<file path="config.mk">
export PLATFORM = sky130hd
export DESIGN_NAME = csb_status_bank
export DESIGN_NICKNAME = d
export VERILOG_FILES = /design/src/common/csb_pkg.sv /design/src/core/csb_status_bank.sv
export SDC_FILE = /design/constraint.sdc
export NUM_CORES = 1
export LEC_CHECK = 0
export BUFFER_PORTS_ARGS = -buffer_cell sky130_fd_sc_hd__buf_2
export CORE_MARGIN = 2
export CORE_UTILIZATION = 55
export CTS_CLUSTER_SIZE = 24
export DETAILED_ROUTE_END_ITERATION = 8
export PLACE_DENSITY = 0.76
export SLEW_MARGIN = 20
export SYNTH_ARGS = -nofsm -noshare
export SYNTH_HDL_FRONTEND = slang
export SYNTH_SLANG_ARGS = --single-unit
</file>
<file path="constraint.sdc">
create_clock -name clk_i -period 3.75 [get_ports clk_i]
set_input_delay 0 -clock clk_i [delete_from_list [all_inputs] [get_ports clk_i]]
set_output_delay 0 -clock clk_i [all_outputs]
set_load 0.03 [all_outputs]
</file>
<file path="src/common/csb_pkg.sv">
package csb_pkg;

  // clock and time units
  localparam int unsigned CLK_PERIOD_NS = 20;
  localparam int unsigned MS_NS         = 1_000_000;
  localparam int unsigned MS_CYC_DFLT   = MS_NS / CLK_PERIOD_NS;

  // time bases, full period in ms, toggling every half period
  localparam int unsigned TB_N          = 4;
  localparam int unsigned TB_10MS_MS    = 10;
  localparam int unsigned TB_100MS_MS   = 100;
  localparam int unsigned TB_1S_MS      = 1000;
  localparam int unsigned TB_1MIN_MS    = 60000;
  localparam int unsigned TB_CNT_W      = 16;

  // bus geometry
  localparam int unsigned ADR_W         = 8;
  localparam int unsigned DAT_W         = 32;

  // register byte offsets
  localparam logic [7:0] OFS_FLAGS      = 8'h00;
  localparam logic [7:0] OFS_MAX_SCAN   = 8'h04;
  localparam logic [7:0] OFS_IRQ_STAT   = 8'h08;
  localparam logic [7:0] OFS_IRQ_MASK   = 8'h0C;
  localparam logic [7:0] OFS_CTRL_STATE = 8'h10;

  // flag bit positions inside the flags register
  localparam int unsigned FB_COLD       = 0;
  localparam int unsigned FB_WARM       = 1;
  localparam int unsigned FB_TICK0      = 4;
  localparam int unsigned FB_FORCE_OFF  = 9;
  localparam int unsigned FB_LINK_OK    = 10;
  localparam int unsigned FB_WDOG       = 11;
  localparam int unsigned FB_RUNNING    = 12;
  localparam int unsigned FB_FIRST_RUN  = 13;

  // interrupt event bits
  localparam int unsigned IRQ_W         = 5;
  localparam int unsigned IB_COLD       = 0;
  localparam int unsigned IB_WARM       = 1;
  localparam int unsigned IB_LINK_LOST  = 2;
  localparam int unsigned IB_WDOG       = 3;
  localparam int unsigned IB_RUN_ENTRY  = 4;

  // reset values
  localparam logic        RST_LINK_OK   = 1'b1;
  localparam logic        RST_FIRST_RUN = 1'b1;
  localparam logic [15:0] RST_MAX_SCAN  = 16'h00FA;

  // controller state readback codes
  localparam logic [1:0] CODE_INIT      = 2'h0;
  localparam logic [1:0] CODE_STOP      = 2'h1;
  localparam logic [1:0] CODE_RUN       = 2'h2;
  localparam logic [1:0] CODE_HALT      = 2'h3;

  typedef enum {
    CS_INIT,
    CS_STOP,
    CS_RUN,
    CS_HALT
  } csb_state_t;

endpackage

</file>
<file path="src/core/csb_status_bank.sv">
// Added by the designer: the register addresses and the Wishbone register port.
`timescale 1ns/10ps
`default_nettype none

module csb_status_bank #(
  parameter int unsigned N_OUT  = 8,
  parameter int unsigned MS_CYC = csb_pkg::MS_CYC_DFLT
) (
  input  wire logic                       clk_i,
  input  wire logic                       rst_i,
  // classic wishbone slave
  input  wire logic                       wb_cyc_i,
  input  wire logic                       wb_stb_i,
  input  wire logic                       wb_we_i,
  input  wire logic [csb_pkg::ADR_W-1:0]  wb_adr_i,
  input  wire logic [3:0]                 wb_sel_i,
  input  wire logic [csb_pkg::DAT_W-1:0]  wb_dat_i,
  output logic      [csb_pkg::DAT_W-1:0]  wb_dat_o,
  output logic                            wb_ack_o,
  // power supervisor and scan engine
  input  wire logic                       power_return_i,
  input  wire logic                       data_lost_i,
  input  wire logic                       init_done_i,
  input  wire logic                       run_cmd_i,
  input  wire logic                       stop_cmd_i,
  input  wire logic                       scan_start_i,
  input  wire logic                       scan_end_i,
  input  wire logic                       io_link_fault_i,
  input  wire logic [N_OUT-1:0]           out_image_i,
  // results
  output logic      [N_OUT-1:0]           outputs_o,
  output logic                            cold_restart_o,
  output logic      [csb_pkg::TB_N-1:0]   time_base_o,
  output logic                            running_o,
  output logic                            irq_o
);
  import csb_pkg::*;
  localparam int unsigned MS_W = $clog2(MS_CYC);
  localparam logic [MS_W-1:0] MS_LAST = MS_W'(MS_CYC - 1);
  localparam int unsigned TB_MS [TB_N] = '{TB_10MS_MS, TB_100MS_MS,
                                           TB_1S_MS, TB_1MIN_MS};
  generate
    if (N_OUT < 1 || N_OUT > DAT_W || MS_CYC < 2) begin : g_bad_param
      $error("N_OUT must lie in 1..32, MS_CYC at least 2");
    end
  endgenerate
  logic                 bus_req;
  logic                 wr_lo;
  logic                 wr_hi;
  logic                 wr_flags;
  logic                 wr_max;
  logic                 wr_stat;
  logic                 wr_mask;
  logic [DAT_W-1:0]     rd_data;
  csb_state_t           state_r;
  csb_state_t           state_nxt;
  logic                 cold_r;
  logic                 cold_seen_r;
  logic                 warm_r;
  logic                 warm_seen_r;
  logic                 force_off_r;
  logic                 link_ok_r;
  logic                 wdog_r;
  logic                 run_flag_r;
  logic                 first_r;
  logic                 first_seen_r;
  logic [15:0]          max_scan_r;
  logic [IRQ_W-1:0]     irq_stat_r;
  logic [IRQ_W-1:0]     irq_mask_r;
  logic [IRQ_W-1:0]     irq_ev;
  logic [N_OUT-1:0]     outputs_r;
  logic                 ack_r;
  logic [DAT_W-1:0]     dat_r;
  logic                 cold_set;
  logic                 warm_set;
  logic                 wdog_trip;
  logic                 run_entry;
  logic                 link_lost;
  logic [MS_W-1:0]      ms_cnt_r;
  logic                 ms_tick;
  logic [15:0]          scan_ms_r;
  logic                 in_scan_r;
  logic [TB_N-1:0]      tb_r;
  logic                 lf_s1_r;
  logic                 lf_s2_r;
  logic                 lf_s3_r;
  logic                 lf_r;
  assign bus_req  = wb_cyc_i & wb_stb_i & ~ack_r;
  assign wr_lo    = bus_req & wb_we_i & wb_sel_i[0];
  assign wr_hi    = bus_req & wb_we_i & wb_sel_i[1];
  assign wr_flags = wb_adr_i == OFS_FLAGS;
  assign wr_max   = wb_adr_i == OFS_MAX_SCAN;
  assign wr_stat  = wb_adr_i == OFS_IRQ_STAT;
  assign wr_mask  = wb_adr_i == OFS_IRQ_MASK;

  // wishbone: one wait state, ack for one cycle, unmapped reads zero
  always_ff @(posedge clk_i) begin
    if (rst_i) begin
      ack_r <= 1'b0;
      dat_r <= '0;
    end else begin
      ack_r <= bus_req;
      if (bus_req && !wb_we_i) begin
        dat_r <= rd_data;
      end
    end
  end
  always_comb begin
    rd_data = '0;
    case (wb_adr_i)
      OFS_FLAGS: begin
        rd_data[FB_COLD]                  = cold_r;
        rd_data[FB_WARM]                  = warm_r;
        rd_data[FB_TICK0 +: TB_N]         = tb_r;
        rd_data[FB_FORCE_OFF]             = force_off_r;
        rd_data[FB_LINK_OK]               = link_ok_r;
        rd_data[FB_WDOG]                  = wdog_r;
        rd_data[FB_RUNNING]               = run_flag_r;
        rd_data[FB_FIRST_RUN]             = first_r;
      end
      OFS_MAX_SCAN:   rd_data[15:0]       = max_scan_r;
      OFS_IRQ_STAT:   rd_data[IRQ_W-1:0]  = irq_stat_r;
      OFS_IRQ_MASK:   rd_data[IRQ_W-1:0]  = irq_mask_r;
      OFS_CTRL_STATE: begin
        case (state_r)
          CS_INIT: rd_data[1:0] = CODE_INIT;
          CS_STOP: rd_data[1:0] = CODE_STOP;
          CS_RUN:  rd_data[1:0] = CODE_RUN;
          CS_HALT: rd_data[1:0] = CODE_HALT;
          default: rd_data[1:0] = CODE_INIT;
        endcase
      end
      default: rd_data = '0;
    endcase
  end

  // event sources
  assign cold_set  = (power_return_i & data_lost_i)
                   | (wr_lo & wr_flags & wb_dat_i[FB_COLD]);
  assign warm_set  = power_return_i & ~data_lost_i;
  assign wdog_trip = (state_r == CS_RUN) & in_scan_r
                   & (scan_ms_r > max_scan_r);
  assign run_entry = (state_r != CS_RUN) & (state_nxt == CS_RUN);
  assign link_lost = lf_r & link_ok_r;
  // cold restart request to the scan engine, one pulse
  always_ff @(posedge clk_i) begin
    if (rst_i) begin
      cold_restart_o <= 1'b0;
    end else begin
      cold_restart_o <= cold_set;
    end
  end

  // controller state: cold restart beats watchdog beats commands
  always_comb begin
    state_nxt = state_r;
    case (state_r)
      CS_INIT: if (init_done_i) state_nxt = CS_STOP;
      CS_STOP: if (run_cmd_i) state_nxt = CS_RUN;
      CS_RUN: begin
        if (wdog_trip) begin
          state_nxt = CS_HALT;
        end else if (stop_cmd_i) begin
          state_nxt = CS_STOP;
        end
      end
      CS_HALT: if (stop_cmd_i) state_nxt = CS_STOP;
      default: state_nxt = CS_INIT;
    endcase
    if (cold_set) begin
      state_nxt = CS_INIT;
    end
  end
  always_ff @(posedge clk_i) begin
    if (rst_i) begin
      state_r    <= CS_INIT;
      run_flag_r <= 1'b0;
    end else begin
      state_r    <= state_nxt;
      run_flag_r <= state_nxt == CS_RUN;
    end
  end

  // cold flag: held across one complete scan, cleared at its end
  always_ff @(posedge clk_i) begin
    if (rst_i) begin
      cold_r      <= 1'b0;
      cold_seen_r <= 1'b0;
    end else if (cold_set) begin
      cold_r      <= 1'b1;
      cold_seen_r <= 1'b0;
    end else if (cold_r && scan_start_i) begin
      cold_seen_r <= 1'b1;
    end else if (cold_seen_r && scan_end_i) begin
      cold_r      <= 1'b0;
      cold_seen_r <= 1'b0;
    end
  end

  // warm flag: no write path at all
  always_ff @(posedge clk_i) begin
    if (rst_i) begin
      warm_r      <= 1'b0;
      warm_seen_r <= 1'b0;
    end else if (warm_set) begin
      warm_r      <= 1'b1;
      warm_seen_r <= 1'b0;
    end else if (warm_r && scan_start_i) begin
      warm_seen_r <= 1'b1;
    end else if (warm_seen_r && scan_end_i) begin
      warm_r      <= 1'b0;
      warm_seen_r <= 1'b0;
    end
  end

  // force-off bit belongs to software only
  always_ff @(posedge clk_i) begin
    if (rst_i) begin
      force_off_r <= 1'b0;
    end else if (wr_hi && wr_flags) begin
      force_off_r <= wb_dat_i[FB_FORCE_OFF];
    end
  end

  // outputs: image copied at scan end, forced low at once when asked in the run state
  always_ff @(posedge clk_i) begin
    if (rst_i) begin
      outputs_r <= '0;
    end else if (force_off_r && state_r == CS_RUN) begin
      outputs_r <= '0;
    end else if (scan_end_i) begin
      outputs_r <= out_image_i;
    end
  end

  // link fault: three flops, a change counts once stages two and three agree
  always_ff @(posedge clk_i) begin
    if (rst_i) begin
      lf_s1_r <= 1'b0;
      lf_s2_r <= 1'b0;
      lf_s3_r <= 1'b0;
      lf_r    <= 1'b0;
    end else begin
      lf_s1_r <= io_link_fault_i;
      lf_s2_r <= lf_s1_r;
      lf_s3_r <= lf_s2_r;
      if (lf_s2_r == lf_s3_r) begin
        lf_r <= lf_s3_r;
      end
    end
  end
  // health flag returns to one when the fault is gone
  always_ff @(posedge clk_i) begin
    if (rst_i) begin
      link_ok_r <= RST_LINK_OK;
    end else begin
      link_ok_r <= ~lf_r;
    end
  end

  // 1 ms prescaler shared by time bases and watchdog
  assign ms_tick = ms_cnt_r == MS_LAST;
  always_ff @(posedge clk_i) begin
    if (rst_i || ms_tick) begin
      ms_cnt_r <= '0;
    end else begin
      ms_cnt_r <= ms_cnt_r + 1'b1;
    end
  end
  // free-running toggles, never touched by scan events
  generate
    for (genvar g = 0; g < TB_N; g++) begin : g_tb
      localparam logic [TB_CNT_W-1:0] HALF_LAST =
        TB_CNT_W'(TB_MS[g] / 2 - 1);
      logic [TB_CNT_W-1:0] cnt_r;
      always_ff @(posedge clk_i) begin
        if (rst_i) begin
          cnt_r   <= '0;
          tb_r[g] <= 1'b0;
        end else if (ms_tick) begin
          if (cnt_r == HALF_LAST) begin
            cnt_r   <= '0;
            tb_r[g] <= ~tb_r[g];
          end else begin
            cnt_r   <= cnt_r + 1'b1;
          end
        end
      end
    end
  endgenerate

  // scan time in whole ms; resolution limits watchdog to +-1 ms
  always_ff @(posedge clk_i) begin
    if (rst_i) begin
      in_scan_r <= 1'b0;
      scan_ms_r <= '0;
    end else if (scan_start_i) begin
      in_scan_r <= 1'b1;
      scan_ms_r <= '0;
    end else if (scan_end_i) begin
      in_scan_r <= 1'b0;
    end else if (in_scan_r && ms_tick && scan_ms_r != '1) begin
      scan_ms_r <= scan_ms_r + 1'b1;
    end
  end
  always_ff @(posedge clk_i) begin
    if (rst_i) begin
      max_scan_r <= RST_MAX_SCAN;
    end else if (wr_max) begin
      if (wr_lo) begin
        max_scan_r[7:0] <= wb_dat_i[7:0];
      end
      if (wr_hi) begin
        max_scan_r[15:8] <= wb_dat_i[15:8];
      end
    end
  end

  // watchdog flag sticks until the next cold restart
  always_ff @(posedge clk_i) begin
    if (rst_i) begin
      wdog_r <= 1'b0;
    end else if (wdog_trip) begin
      wdog_r <= 1'b1;
    end else if (cold_set) begin
      wdog_r <= 1'b0;
    end
  end

  // first-run flag: high from reset and at each run entry, ends with the first scan in run or on reaching stop or halt
  always_ff @(posedge clk_i) begin
    if (rst_i) begin
      first_r      <= RST_FIRST_RUN;
      first_seen_r <= 1'b0;
    end else if (run_entry) begin
      first_r      <= 1'b1;
      first_seen_r <= 1'b0;
    end else if (first_r && state_r == CS_RUN && scan_start_i) begin
      first_seen_r <= 1'b1;
    end else if (first_seen_r && scan_end_i) begin
      first_r      <= 1'b0;
      first_seen_r <= 1'b0;
    end else if (state_r != CS_RUN && state_r != CS_INIT) begin
      first_r      <= 1'b0;
      first_seen_r <= 1'b0;
    end
  end

  // interrupts: set beats write-one-to-clear
  always_comb begin
    irq_ev               = '0;
    irq_ev[IB_COLD]      = cold_set;
    irq_ev[IB_WARM]      = warm_set;
    irq_ev[IB_LINK_LOST] = link_lost;
    irq_ev[IB_WDOG]      = wdog_trip;
    irq_ev[IB_RUN_ENTRY] = run_entry;
  end
  always_ff @(posedge clk_i) begin
    if (rst_i) begin
      irq_stat_r <= '0;
      irq_mask_r <= '0;
    end else begin
      if (wr_lo && wr_stat) begin
        irq_stat_r <= (irq_stat_r & ~wb_dat_i[IRQ_W-1:0]) | irq_ev;
      end else begin
        irq_stat_r <= irq_stat_r | irq_ev;
      end
      if (wr_lo && wr_mask) begin
        irq_mask_r <= wb_dat_i[IRQ_W-1:0];
      end
    end
  end

  assign irq_o       = |(irq_stat_r & irq_mask_r);
  assign wb_ack_o    = ack_r;
  assign wb_dat_o    = dat_r;
  assign outputs_o   = outputs_r;
  assign time_base_o = tb_r;
  assign running_o   = run_flag_r;
endmodule
`default_nettype wire

</file>
# After elaboration in Yosys (flattened, before gate mapping)
# Cells that the tools add are included.
dict set report totals {
  ramBits 0
  regBits 199
  mem_bits_ro 0
  latch_bits 0
  n_memories 0
}
dict set report classes {
  magnitude_cmp 1
  mux 34
  bitwise_logic 28
  shift 0
  n_reduce_logical 44
  add_sub_neg 6
  div_mod_pow 0
  mul 0
  eq_ne 19
}
# op n
set ops {}
lappend ops {{$mux W32} 5}
lappend ops {{$pmux W32 S4} 1}
lappend ops {{$add A16 B1 Y16 const B} 6}
lappend ops {{$eq A32 B2 Y1 const B} 2}
lappend ops {{$eq A32 B3 Y1 const B} 2}
lappend ops {{$mux W16} 4}
lappend ops {{$eq A32 B1 Y1 const B} 1}
lappend ops {{$logic_not A32 Y1} 1}
lappend ops {{$ne A32 B3 Y1 const B} 1}
lappend ops {{$reduce_bool A32 Y1} 1}
lappend ops {{$reduce_and A2 Y1} 10}
lappend ops {{$eq A16 B15 Y1 const B} 1}
lappend ops {{$eq A16 B16 Y1 const B} 1}
lappend ops {{$eq A16 B3 Y1 const B} 1}
lappend ops {{$eq A16 B6 Y1 const B} 1}
lappend ops {{$eq A16 B9 Y1 const B} 1}
lappend ops {{$eq A8 B4 Y1 const B} 2}
lappend ops {{$gt A16 B16 Y1} 1}
lappend ops {{$mux W1} 16}
lappend ops {{$ne A16 B16 Y1 const B} 1}
lappend ops {{$logic_and A1 B1 Y1} 15}
lappend ops {{$reduce_bool A2 Y1} 7}
lappend ops {{$and A1 B1 Y1} 13}
lappend ops {{$pmux W2 S3} 2}
lappend ops {{other kinds (21)} 36}

# Longest topological paths before layout
# Gate-level depths: netlist of the first run.
dict set report depth {
  word_depth 12
  depth_mapped 9
  mapped_depth_nobuf 7
}

# Worst setup path before layout of the first run
# Ideal clock, no wire load.
dict set report synth_path {
  path_type {flip-flop to flip-flop}
  startpoint {register ms_cnt_r[0]}
  endpoint {register g_tb[3].cnt_r[10]}
  path_buffers 1
  t_required_ns 3.635
  path_slack_ns 1.775
  setup_time_ns 0.115
  stages_incl_launch_ff 8
  arrival_time_ns 1.861
  cell_sequence {dfxtp_1 > ha_1 > and3_1 > nand4_2 > or4_4 > nand2_2 > buf_4 > nor2_1}
}
dict set report synth_between {
  elab_chain_len 1
}
# element line
set synth_rtl {}
lappend synth_rtl {{start: declaration} csb_status_bank.sv:79} ;# logic [MS_W-1:0] ms_cnt_r;
lappend synth_rtl {{start signal: assignment} csb_status_bank.sv:267} ;# ms_cnt_r <= ms_cnt_r + 1'b1;
lappend synth_rtl {{$eq A16 B16 Y1} csb_status_bank.sv:262} ;# assign ms_tick = ms_cnt_r == MS_LAST;
lappend synth_rtl {{end signal: assignment} csb_status_bank.sv:285} ;# cnt_r <= cnt_r + 1'b1;
lappend synth_rtl {{end: declaration} csb_status_bank.sv:275} ;# logic [TB_CNT_W-1:0] cnt_r;
# Every way passes these cells.
# A chain may end at the register's enable or synchronous reset.

# Final worst setup path of the first run
dict set report layout_path {
  startpoint {register max_scan_r[14]}
  endpoint {register state_r[1]}
}
dict set report layout_between {
  elab_chain_len 5
}
# element line
set layout_rtl {}
lappend layout_rtl {{start: declaration} csb_status_bank.sv:67} ;# logic [15:0] max_scan_r;
lappend layout_rtl {{start signal: assignment} csb_status_bank.sv:314} ;# max_scan_r[15:8] <= wb_dat_i[15:8];
lappend layout_rtl {{$gt A16 B16 Y1} csb_status_bank.sv:142} ;# & (scan_ms_r > max_scan_r);
lappend layout_rtl {{$and A1 B1 Y1} csb_status_bank.sv:142}
lappend layout_rtl {{$mux W32} csb_status_bank.sv:161} ;# if (wdog_trip) begin
lappend layout_rtl {{$pmux W32 S4} csb_status_bank.sv:157} ;# case (state_r)
lappend layout_rtl {{$mux W32} csb_status_bank.sv:170} ;# if (cold_set) begin
lappend layout_rtl {{end signal: assignment} csb_status_bank.sv:179} ;# state_r <= state_nxt;
lappend layout_rtl {{end: declaration} csb_status_bank.sv:55} ;# csb_state_t state_r;
# Every way passes these cells.

==> impl_metrics.sql, run 1 <==
INSERT INTO impl_metrics (metric_group, metric, value, unit) VALUES
('detailed_routing', 'drc_errors', '0', ''),
('sta', 'layout_worst_path_cycle_share', '77.0', '%'),
('floorplanning', 'dieWidth', '129', 'microns'),
('synthesis', 'synth_compound_gate_area_share', '9.27', '%'),
('sta', 'finalHoldWorstSlack', '0.0817', 'ns'),
('place', 'dp_hpwl', '13.3', 'mm'),
('detailed_routing', 'ant_nets', '0', ''),
('worst_setup_path', 'worstPathRequired', '4.09', 'ns'),
('final_layout', 'finish.cell_count_without_fillers', '1313', ''),
('sta', 'relSlewSlack', '32.4', '%'),
('final_layout', 'diodes', '0', ''),
('power', 'vdd_drop_max', '0.000342', 'V'),
('floorplanning', 'floorplan.initialDensity', '56.6', '%'),
('worst_setup_path', 'path_class', 'flop to flop', ''),
('detailed_routing', 'totalWireLength', '20.2', 'mm'),
('final_layout', 'area.growth.synth_to_final', '19.3', '%'),
('sta', 'clock-skew-final', '0.0113', 'ns'),
('synthesis', 'mean_instance_size_in_the_synthesized_netlist', '9.10', 'sq um'),
('outcome', 'outcome', 'finished, final reports clean', ''),
('sta', 'setup_total_negative_slack', '0', 'ns'),
('clock_network', 'clk_transition_reported_paths', '0.08', 'ns'),
('sta', 'final_period_minus_worst_setup_slack', '2.89', 'ns'),
('floorplanning', 'die_height', '129', 'microns'),
('place', 'globalplace.congestion', '0.911', ''),
('final_layout', 'final_area', '10300', 'sq um'),
('floorplanning', 'boundary_pin_count', '113', ''),
('synthesis', 'post_synth_inst_count', '952', ''),
('synthesis', 'post_synth_fa_ha_maj_area_fraction', '3.47', '%'),
('final_layout', 'layout.nets', '1178', ''),
('synthesis', 'synth-xor-area-share', '7.38', '%'),
('worst_setup_path', 'cp_slowest_stage_delay', '0.68', 'ns'),
('grt', 'first_pass_grt_wire_length', '33.2', 'mm'),
('clock_network', 'clock_tree_from_tritoncts', 'built', ''),
('synthesis', 'synth-main-ff-cell', 'sky130_fd_sc_hd__dfxtp_1', ''),
('grt', 'grt.overflow.total', '0', ''),
('sta', 'finalHoldViolations', '0', ''),
('detailed_routing', 'routed_wire_length_per_instance', '15.4', 'microns'),
('synthesis', 'post_synth_main_area_contributors', 'sky130_fd_sc_hd__dfxtp_1, sky130_fd_sc_hd__nor2_1, sky130_fd_sc_hd__xnor2_1', ''),
('floorplanning', 'rows', '45', ''),
('sta', 'setup_viol_count_final', '0', ''),
('place', 'place.port_buffers', '78', ''),
('clock_network', 'clock_tree.buffer_depth', '2', ''),
('synthesis', 'synth_simple_gate_area_share', '25.1', '%'),
('synthesis', 'synth_edf_count', '0', ''),
('clock_network', 'clock_tree.root_cell', 'sky130_fd_sc_hd__clkbuf_16', ''),
('grt', 'grt_antenna_before_repair', '0', ''),
('grt', 'gr-usage-all-layers', '25.0', '%'),
('final_layout', 'layout_cells_sized_above_1', '13.2', '%'),
('detailed_routing', 'firstDrtPassIters', '5', ''),
('power', 'design_power_total', '4.29', 'mW'),
('clock_network', 'clock_tree.htree_level_count', '4', ''),
('clock_network', 'post-cts-setup-buffer-count', '0', ''),
('power', 'p_leak', '4.01', 'nW'),
('synthesis', 'netlist.area_leader.share', '46.0', '%'),
('worst_setup_path', 'critPathLaunchType', 'flop', ''),
('worst_hold_path', 'worstHoldPathType', 'primary input to flop', ''),
('sta', 'worst_pin_slew', '1.01', 'ns'),
('sta', 'unrepaired_setup_endpoints_after_global_routing', 'false', ''),
('synthesis', 'synth_warnings', '0', ''),
('place', 'placed_cells_incl_taps', '1235', ''),
('detailed_routing', 'via_per_inst', '5.51', ''),
('worst_setup_path', 'critPathCaptureType', 'flop', ''),
('worst_setup_path', 'critical-path-slowest-cell', 'sky130_fd_sc_hd__o41ai_1', ''),
('synthesis', 'netlist-cell-type-count', '65', ''),
('synthesis', 'multiplexer_share_of_the_synthesized_area', '3.93', '%'),
('synthesis', 'synth_sequential_area_ratio', '46.0', '%'),
('floorplanning', 'die_area', '16800', 'sq um'),
('synthesis', 'asyncSetResetFlopFracSynth', '0', '%'),
('synthesis', 'dominant_combinational_cell_family_by_area_after_synthesis', 'simple AND/OR/NAND/NOR gates', ''),
('place', 'detailed_place.area', '9250', 'sq um'),
('detailed_routing', 'via_count', '7240', '');
report_power, final:
part | switching, mW | total [mW] | internal, mW
Sequential | 0.0180 | 2.17 | 2.15
Clock | 0.929 | 1.90 | 0.975
Combinational | 0.141 | 0.223 | 0.0823
area by class of cell:
type | instances | area (sq um)
Tap cell | 211 | 264
Multi-Input combinational cell | 708 | 4450
Sequential cell | 199 | 3980
Inverter | 33 | 124
Fill cell | 1229 | 4980
Clock buffer | 17 | 425
Clock inverter | 15 | 195
Timing Repair Buffer | 130 | 896
cells by family (layout without fill, tap and decap cells):
group,count (synthesis),count (layout)
AO/OA/AOI/OAI,127,127
XOR/XNOR,73,73
adder cells (fa/ha/maj),24,24
buffers and inverters,90,195
flip-flops,199,199
multiplexers,30,30
other,1,46
AND/OR/NAND/NOR,408,408
Yosys cell counts (3+ instances only):
cell type and n:
sky130_fd_sc_hd__nand3_1 37, sky130_fd_sc_hd__or2_2 4, sky130_fd_sc_hd__nor4_1 23, sky130_fd_sc_hd__mux2i_1 25, sky130_fd_sc_hd__and3b_1 3, sky130_fd_sc_hd__a221oi_1 8
sky130_fd_sc_hd__nand3b_1 4, sky130_fd_sc_hd__and4_1 11, sky130_fd_sc_hd__o21ai_0 28, sky130_fd_sc_hd__a21oi_1 46, sky130_fd_sc_hd__a22oi_1 5, sky130_fd_sc_hd__clkbuf_1 30
sky130_fd_sc_hd__nor4b_1 4, sky130_fd_sc_hd__buf_4 19, sky130_fd_sc_hd__nor3_1 33, sky130_fd_sc_hd__a21bo_2 3, sky130_fd_sc_hd__xnor2_1 39, sky130_fd_sc_hd__xor2_1 34
sky130_fd_sc_hd__o311ai_0 3, sky130_fd_sc_hd__and2_1 3, sky130_fd_sc_hd__nand2_1 52, sky130_fd_sc_hd__or4_1 7, sky130_fd_sc_hd__and3_1 9, sky130_fd_sc_hd__nand2b_1 4
sky130_fd_sc_hd__dfxtp_1 199, sky130_fd_sc_hd__nor2b_1 7, sky130_fd_sc_hd__o31ai_1 6, sky130_fd_sc_hd__nor2_1 129, sky130_fd_sc_hd__inv_1 33, sky130_fd_sc_hd__ha_1 24
sky130_fd_sc_hd__o211ai_1 8, sky130_fd_sc_hd__nand4_1 46, sky130_fd_sc_hd__nor3b_1 3, sky130_fd_sc_hd__buf_2 8, sky130_fd_sc_hd__mux4_2 3, sky130_fd_sc_hd__or3_1 13
worst max-delay path, delay by kind of cell (launching register included):
family / cells / cell delay, ns
simple gates: 2 / 0.38
fa+ha+maj: 1 / 0.31
flops: 1 / 0.38
buf+inv: 2 / 0.65
compound gates: 3 / 1.05
per-stage QoR:
| stage | utilization, % | worst slack (ns) |
|---|---|---|
| floorplan | - | 1.77 |
| global placement | 60.4 | 1.32 |
| detailed placement | 60.4 | 1.26 |
| CTS | 67.5 | 0.936 |
| global route | 67.5 | 0.699 |
| finish | 67.5 | 0.861 |
final timing paths:
kind / from / end / slack (ns) / cells after the start
min: scan_end_i / outputs_o[1] / 0.08 / 3
min reg2reg: lf_r / link_ok_r / 0.42 / 1
max reg2reg: max_scan_r[14] / state_r[1] / 0.86 / 8
max: max_scan_r[14] / state_r[1] / 0.86 / 8
metal layers:
metal | share of wire, % | global-route usage, %
met2 | 48 | 41.0
met3 | 5.2 | 5.53
met4 | 2.3 | 9.42
met5 | 0 | 0
met1 | 45 | 32.4
registers in the layout (all words and copies together) (netlist names), 4 cells and up:
name         cells
state_r         32
max_scan_r      16
ms_cnt_r        16
wb_dat_o        16
outputs_o        8
time_base_o      4
irq_mask_r       5
g_tb.cnt_r      64
irq_stat_r       5
scan_ms_r       16
layout by cell type, fill, tap and decap left out, types with 9 or more instances in the layout:
| cell | Yosys | layout |
|---|---|---|
| sky130_fd_sc_hd__a21oi_1 | 46 | 46 |
| sky130_fd_sc_hd__and3_1 | 9 | 9 |
| sky130_fd_sc_hd__and4_1 | 11 | 11 |
| sky130_fd_sc_hd__buf_2 | 8 | 78 |
| sky130_fd_sc_hd__clkbuf_16 | 0 | 17 |
| sky130_fd_sc_hd__conb_1 | 1 | 46 |
| sky130_fd_sc_hd__dfxtp_1 | 199 | 199 |
| sky130_fd_sc_hd__dlygate4sd3_1 | 0 | 46 |
| sky130_fd_sc_hd__ha_1 | 24 | 24 |
| sky130_fd_sc_hd__inv_1 | 33 | 33 |
| sky130_fd_sc_hd__mux2i_1 | 25 | 25 |
| sky130_fd_sc_hd__nand2_1 | 52 | 52 |
| sky130_fd_sc_hd__nand3_1 | 37 | 37 |
| sky130_fd_sc_hd__nand4_1 | 46 | 46 |
| sky130_fd_sc_hd__nor2_1 | 129 | 128 |
| sky130_fd_sc_hd__nor3_1 | 33 | 32 |
| sky130_fd_sc_hd__nor4_1 | 23 | 23 |
| sky130_fd_sc_hd__o21ai_0 | 28 | 28 |
| sky130_fd_sc_hd__or3_1 | 13 | 13 |
| sky130_fd_sc_hd__xnor2_1 | 39 | 39 |
| sky130_fd_sc_hd__xor2_1 | 34 | 34 |
Power figures use the tool's default switching activity.
==> run 2, diff against run 1 <==
CORE_UTILIZATION = 52   (was 55)
clock period = 2.4 ns   (was 3.75 ns; I/O delays follow)
==> run 2 against run 1 <==
Net effect:
- register-to-register slack lost 0.68 ns
- non-clock buffer count is 1 higher
- count of clock-buffer cells in the layout stayed put
- critical path depth shrank 2
- critical endpoint is now scan_ms_r[11]
==> impl_metrics.sql, run 2 (synthesis results as in run 1) <==
INSERT INTO impl_metrics (metric_group, metric, value, unit) VALUES
('sta', 'relSlewSlack', '42.8', '%'),
('final_layout', 'diodes', '0', ''),
('detailed_routing', 'via_per_inst', '5.55', ''),
('clock_network', 'worstSkewPairLatency', '0.45', 'ns'),
('worst_setup_path', 'path_class', 'flop to flop', ''),
('grt', 'grt_pass1_vias', '6947', ''),
('final_layout', 'number_of_flip_flops_in_the_largest_register', '64', ''),
('sta', 'setup_viol_count_final', '0', ''),
('floorplanning', 'boundary_pin_count', '113', ''),
('place', 'globalplace.congestion', '0.892', ''),
('grt', 'grt.overflow.total', '0', ''),
('place', 'place.port_buffers', '78', ''),
('floorplanning', 'die_height', '133', 'microns'),
('final_layout', 'layout.cells.most_common', 'sky130_fd_sc_hd__dfxtp_1', ''),
('clock_network', 'clock_tree.root_cell', 'sky130_fd_sc_hd__clkbuf_16', ''),
('worst_setup_path', 'crit_path_cell_trace', 'ha_1, and2_1, or3b_2, nor2_1, o311ai_0, o41ai_1', ''),
('sta', 'final_max_slew_viol_count', '0', ''),
('clock_network', 'clk_transition_reported_paths', '0.08', 'ns'),
('clock_network', 'clock_tree.htree_level_count', '4', ''),
('grt', 'maximum_number_of_pins_on_one_net_before_global_route_repair', '43', ''),
('grt', 'first_pass_grt_wire_length', '33.8', 'mm'),
('sta', 'layout_worst_path_cycle_share', '92.4', '%'),
('final_layout', 'layout_cells_sized_above_1', '14.1', '%'),
('worst_setup_path', 'critical_path.top_delay_family', 'simple AND/OR/NAND/NOR gates', ''),
('power', 'pwr_density', '653', 'nW/um^2'),
('sta', 'worst_pin_slew', '0.858', 'ns'),
('place', 'placed_cells_incl_taps', '1254', ''),
('final_layout', 'layout.nets', '1179', ''),
('grt', 'grt_antenna_before_repair', '0', ''),
('worst_setup_path', 'critical-path-slowest-cell', 'sky130_fd_sc_hd__or3b_2', ''),
('place', 'detailed_place.area', '9350', 'sq um'),
('place', 'dp_hpwl', '13.8', 'mm'),
('worst_hold_path', 'worstHoldPathType', 'primary input to flop', ''),
('final_layout', 'layout_common_cells', 'sky130_fd_sc_hd__dfxtp_1, sky130_fd_sc_hd__nor2_1, sky130_fd_sc_hd__buf_2, sky130_fd_sc_hd__nand2_1', ''),
('worst_setup_path', 'critPathLaunchType', 'flop', ''),
('floorplanning', 'dieWidth', '133', 'microns'),
('final_layout', 'area.growth.synth_to_final', '20.0', '%'),
('detailed_routing', 'ant_nets', '0', ''),
('detailed_routing', 'drc_errors', '0', ''),
('sta', 'clock-skew-final', '0.0109', 'ns'),
('floorplanning', 'floorplan.initialDensity', '52.8', '%'),
('clock_network', 'clock_tree.buffer_depth', '2', ''),
('sta', 'finalHoldViolations', '0', ''),
('detailed_routing', 'firstDrtPassIters', '5', ''),
('detailed_routing', 'totalWireLength', '20.2', 'mm'),
('sta', 'peak_clock_frequency_supported_by_timing', '451', 'MHz'),
('worst_setup_path', 'crit_path_start', 'scan_ms_r[0]', ''),
('worst_setup_path', 'cp_slowest_stage_delay', '0.51', 'ns'),
('worst_setup_path', 'worstPathRequired', '2.72', 'ns'),
('sta', 'unrepaired_setup_endpoints_after_global_routing', 'false', ''),
('power', 'p_leak', '4.01', 'nW'),
('clock_network', 'post-cts-setup-buffer-count', '0', ''),
('clock_network', 'cts_inserted_buffers', '17', ''),
('grt', 'gr-usage-all-layers', '23.6', '%'),
('detailed_routing', 'routed_wire_length_per_instance', '15.3', 'microns'),
('final_layout', 'finish.cell_count_without_fillers', '1323', ''),
('worst_setup_path', 'worstReg2RegStart', 'scan_ms_r[0]', ''),
('worst_setup_path', 'critPathCaptureType', 'flop', ''),
('outcome', 'outcome', 'finished, final reports clean', ''),
('clock_network', 'tritoncts_sink_count', '199', ''),
('floorplanning', 'core_footprint', '16400', 'sq um'),
('worst_setup_path', 'critPathMaxFanout', '9', ''),
('sta', 'final_period_minus_worst_setup_slack', '2.22', 'ns'),
('power', 'vdd_drop_max', '0.000556', 'V'),
('final_layout', 'top_regs', 'g_tb.cnt_r (64), state_r (32)', ''),
('floorplanning', 'rows', '47', ''),
('final_layout', 'final_area', '10400', 'sq um'),
('clock_network', 'clock_tree_from_tritoncts', 'built', ''),
('sta', 'setup_total_negative_slack', '0', 'ns'),
('detailed_routing', 'initialDrtViolationCount', '516', ''),
('final_layout', 'largest-register', 'g_tb.cnt_r', ''),
('detailed_routing', 'via_count', '7345', ''),
('job', 'max-cap-violations', '0', ''),
('floorplanning', 'die_area', '17700', 'sq um'),
('final_layout', 'final_core_utilization', '63.3', '%'),
('worst_hold_path', 'hold_start', 'wb_we_i', ''),
('worst_setup_path', 'cp.buffers_inverters', '0', ''),
('worst_setup_path', 'critical_path_arrival', '2.54', 'ns');
-- run 2: cell count changes in the layout (fill, tap and decap cells not counted), moves of 2 or more --
cell                            delta
sky130_fd_sc_hd__buf_4             +9
sky130_fd_sc_hd__dlygate4sd3_1     -9
sky130_fd_sc_hd__inv_8             -7
sky130_fd_sc_hd__clkinv_8          +6
sky130_fd_sc_hd__inv_12            +2
-- run 2: tightest hold or removal path: stages --
cell and delay (ns):
sky130_fd_sc_hd__buf_2 0.15, sky130_fd_sc_hd__nor2_1 0.11, sky130_fd_sc_hd__nand3_1 0.10, sky130_fd_sc_hd__a21oi_1 0.05
-- run 2: repair_timing --
action	in CTS	in global routing
gates resized for setup	0	3
hold endpoints to repair	47	0
hold buffers	37	0
setup endpoints to repair	0	7
-- run 2: cell type report --
type                    count  area [sq um]
repair buffers            131           893
multi-input cells         708          4450
well taps                 220           275
inverters                  33           124
fillers                  1343          6010
clock inverters            15           238
clock buffers              17           425
flip-flops and latches    199          3980
-- run 2: metal layers --
metal  global-route usage [%]  vias to the layer above  part of all wire (%)
met3                     5.17                       37                   5.1
met1                     30.6                     3484                    44
met2                     38.9                      218                    49
met4                     8.36                        0                   2.3
met5                        0                        -                     0
li1                         -                     3606                     -
-- run 2: where the power goes --
| part | switching [mW] | internal, mW |
|---|---|---|
| Clock | 1.50 | 1.55 |
| Sequential | 0.0266 | 3.36 |
| Combinational | 0.225 | 0.132 |
| Total | 1.75 | 5.04 |
-- run 2: metrics by stage --
step                total power, mW  hold slack, ns  setup WS (ns)
finish                         6.79         0.00566          0.183
global route                   7.03          0.0516        0.00965
CTS                            6.84         0.00973         0.0585
detailed placement             3.76           0.231         0.0919
global placement               3.76           0.219          0.183
floorplan                      3.67           0.128          0.425
-- run 2: worst paths after layout --
check | endpoint | slack [ns] | cells past startpoint
max | scan_ms_r[11] | 0.18 | 6
min | wb_dat_o[4] | 0.006 | 4
min reg2reg | link_ok_r | 0.45 | 1
max reg2reg | scan_ms_r[11] | 0.18 | 6
==> run 3, diff against run 2 <==
CELL_PAD_IN_SITES_DETAIL_PLACEMENT = 1   (was not set)
CELL_PAD_IN_SITES_GLOBAL_PLACEMENT = 2   (was not set)
CORE_UTILIZATION = 32   (was 52)
PLACE_DENSITY = not set   (was 0.76)
PLACE_DENSITY_LB_ADDON = 0.1   (was not set)
==> run 3 against run 2 <==
Net effect:
- register-to-register slack is essentially flat
- critical path type unchanged
- worst hold slack gained 0.019 ns
- final cell count grew 11%
- largest cell class unchanged
==> impl_metrics.sql, run 3 (synthesis results as in run 1) <==
INSERT INTO impl_metrics (metric_group, metric, value, unit) VALUES
('clock_network', 'tritoncts_sink_count', '199', ''),
('final_layout', 'filler_cell_count', '3129', ''),
('worst_setup_path', 'critical_path.top_delay_family', 'simple AND/OR/NAND/NOR gates', ''),
('floorplanning', 'core_footprint', '26800', 'sq um'),
('worst_setup_path', 'worstPathRequired', '2.74', 'ns'),
('final_layout', 'layout_common_cells', 'sky130_fd_sc_hd__dfxtp_1, sky130_fd_sc_hd__nor2_1, sky130_fd_sc_hd__buf_2, sky130_fd_sc_hd__nand2_1', ''),
('sta', 'worst_pin_slew', '0.612', 'ns'),
('place', 'detailed_place.area', '9660', 'sq um'),
('clock_network', 'clk_transition_reported_paths', '0.09', 'ns'),
('floorplanning', 'floorplan.initialDensity', '32.3', '%'),
('worst_setup_path', 'critical-path-slowest-cell', 'sky130_fd_sc_hd__dlygate4sd3_1', ''),
('floorplanning', 'die_height', '169', 'microns'),
('grt', 'grt_antenna_before_repair', '0', ''),
('job', 'max-cap-violations', '0', ''),
('sta', 'final_period_minus_worst_setup_slack', '2.22', 'ns'),
('floorplanning', 'dieWidth', '169', 'microns'),
('clock_network', 'clock_tree.root_cell', 'sky130_fd_sc_hd__clkbuf_16', ''),
('worst_setup_path', 'critical_path_arrival', '2.57', 'ns'),
('sta', 'final_max_slew_viol_count', '0', ''),
('sta', 'setup_total_negative_slack', '0', 'ns'),
('grt', 'maximum_number_of_pins_on_one_net_before_global_route_repair', '42', ''),
('sta', 'layout_worst_path_cycle_share', '92.7', '%'),
('worst_setup_path', 'critPathCaptureType', 'flop', ''),
('final_layout', 'top_regs', 'g_tb.cnt_r (64), state_r (32)', ''),
('clock_network', 'worstSkewPairLatency', '0.45', 'ns'),
('grt', 'gr-usage-all-layers', '18.0', '%'),
('final_layout', 'number_of_flip_flops_in_the_largest_register', '64', ''),
('sta', 'relSlewSlack', '58.9', '%'),
('power', 'design_power_total', '6.85', 'mW'),
('place', 'place.port_buffers', '78', ''),
('detailed_routing', 'totalWireLength', '24.6', 'mm'),
('clock_network', 'clock_tree_from_tritoncts', 'built', ''),
('worst_setup_path', 'path_class', 'flop to flop', ''),
('worst_setup_path', 'reg2reg_slack', '0.18', 'ns'),
('outcome', 'outcome', 'finished, final reports clean', ''),
('power', 'pwr_density', '637', 'nW/um^2'),
('final_layout', 'finish.cell_count_without_fillers', '1472', ''),
('power', 'vdd_drop_max', '0.000448', 'V'),
('worst_setup_path', 'cp_slowest_stage_delay', '0.56', 'ns'),
('grt', 'grt_pass1_vias', '7623', ''),
('final_layout', 'diodes', '0', ''),
('place', 'placed_cells_incl_taps', '1398', ''),
('floorplanning', 'rows', '60', ''),
('final_layout', 'final_area', '10800', 'sq um'),
('detailed_routing', 'via_count', '7287', ''),
('detailed_routing', 'via_per_inst', '4.95', ''),
('sta', 'setup_viol_count_final', '0', ''),
('detailed_routing', 'initialDrtViolationCount', '255', ''),
('sta', 'peak_clock_frequency_supported_by_timing', '450', 'MHz'),
('worst_hold_path', 'worstHoldPathType', 'primary input to flop', ''),
('detailed_routing', 'drc_errors', '0', ''),
('sta', 'finalHoldWorstSlack', '0.0248', 'ns'),
('floorplanning', 'die_area', '28400', 'sq um'),
('clock_network', 'cts_inserted_buffers', '17', ''),
('final_layout', 'area.growth.synth_to_final', '24.1', '%'),
('grt', 'first_pass_grt_wire_length', '40.5', 'mm'),
('worst_setup_path', 'cp.buffers_inverters', '1', ''),
('grt', 'grt.overflow.total', '0', ''),
('final_layout', 'largest-register', 'g_tb.cnt_r', ''),
('place', 'globalplace.congestion', '0.750', ''),
('sta', 'unrepaired_setup_endpoints_after_global_routing', 'false', ''),
('final_layout', 'layout.cells.most_common', 'sky130_fd_sc_hd__dfxtp_1', ''),
('clock_network', 'clock_tree.buffer_depth', '2', ''),
('power', 'p_leak', '4.16', 'nW'),
('floorplanning', 'boundary_pin_count', '113', ''),
('final_layout', 'layout.nets', '1207', ''),
('final_layout', 'layout_cells_sized_above_1', '16.0', '%'),
('sta', 'clock-skew-final', '0.0212', 'ns'),
('worst_setup_path', 'crit_path_cell_trace', 'and3b_2, nand3_1, nor4b_4, a211o_1, o21ai_0, dlygate4sd3_1', ''),
('detailed_routing', 'routed_wire_length_per_instance', '16.7', 'microns'),
('detailed_routing', 'ant_nets', '0', ''),
('worst_setup_path', 'critPathLaunchType', 'flop', ''),
('worst_setup_path', 'critPathMaxFanout', '5', ''),
('clock_network', 'clock_tree.htree_level_count', '4', ''),
('place', 'dp_hpwl', '17.6', 'mm'),
('sta', 'finalHoldViolations', '0', ''),
('detailed_routing', 'firstDrtPassIters', '4', '');
-- run 3: worst register-to-register path, stage by stage (launching register included) --
cell	delay, ns
sky130_fd_sc_hd__dfxtp_1	0.32
sky130_fd_sc_hd__and3b_2	0.32
sky130_fd_sc_hd__nand3_1	0.21
sky130_fd_sc_hd__nor4b_4	0.44
sky130_fd_sc_hd__a211o_1	0.20
sky130_fd_sc_hd__o21ai_0	0.08
sky130_fd_sc_hd__dlygate4sd3_1	0.56
-- run 3: layout make-up --
type | count | area, sq um | share of cell area, %
sequential | 199 | 3980 | 37.1
clock inverter | 15 | 225 | 2.09
clock buffer | 17 | 425 | 3.96
timing repair buffer | 159 | 1100 | 10.3
tap | 341 | 427 | 3.97
inverter | 33 | 124 | 1.15
multi-input combinational | 708 | 4460 | 41.5
-- run 3: power by group --
| part | switching (mW) | internal [mW] | total, mW |
|---|---|---|---|
| Clock | 1.55 | 1.54 | 3.10 |
| Sequential | 0.0259 | 3.36 | 3.38 |
| Combinational | 0.232 | 0.136 | 0.368 |
| Total | 1.81 | 5.04 | 6.85 |
-- run 3: stage by stage --
stage                     setup WS [ns]  util, %
after global routing             0.0254     40.1
after floorplan                   0.425        -
final                             0.175     40.1
after detailed placement         0.0208     36.0
after CTS                     0.0000318     40.0
after global placement           0.0730     36.0
-- run 3: per-layer routing --
metal  vias to the layer above  track usage [%]  part of all wire [%]
met1                      3532             23.5                    48
li1                       3650                -                     -
met4                         0             4.91                   1.4
met5                         -                0                     0
met3                        21             3.11                   2.4
met2                        84             30.7                    48
-- run 3: worst paths after layout --
| kind | start | end | cells past startpoint |
|---|---|---|---|
| min | wb_we_i | force_off_r | 4 |
| max reg2reg | wb_ack_o | irq_stat_r[4] | 6 |
| max | wb_ack_o | irq_stat_r[4] | 6 |
| min reg2reg | lf_r | link_ok_r | 1 |
-- run 3: what timing repair did --
item / CTS / global route
resized for setup: 0 / 6
hold buffers: 42 / 0
endpoints found under the setup margin: 0 / 10
setup buffers: 0 / 0
hold endpoints to repair: 50 / 0
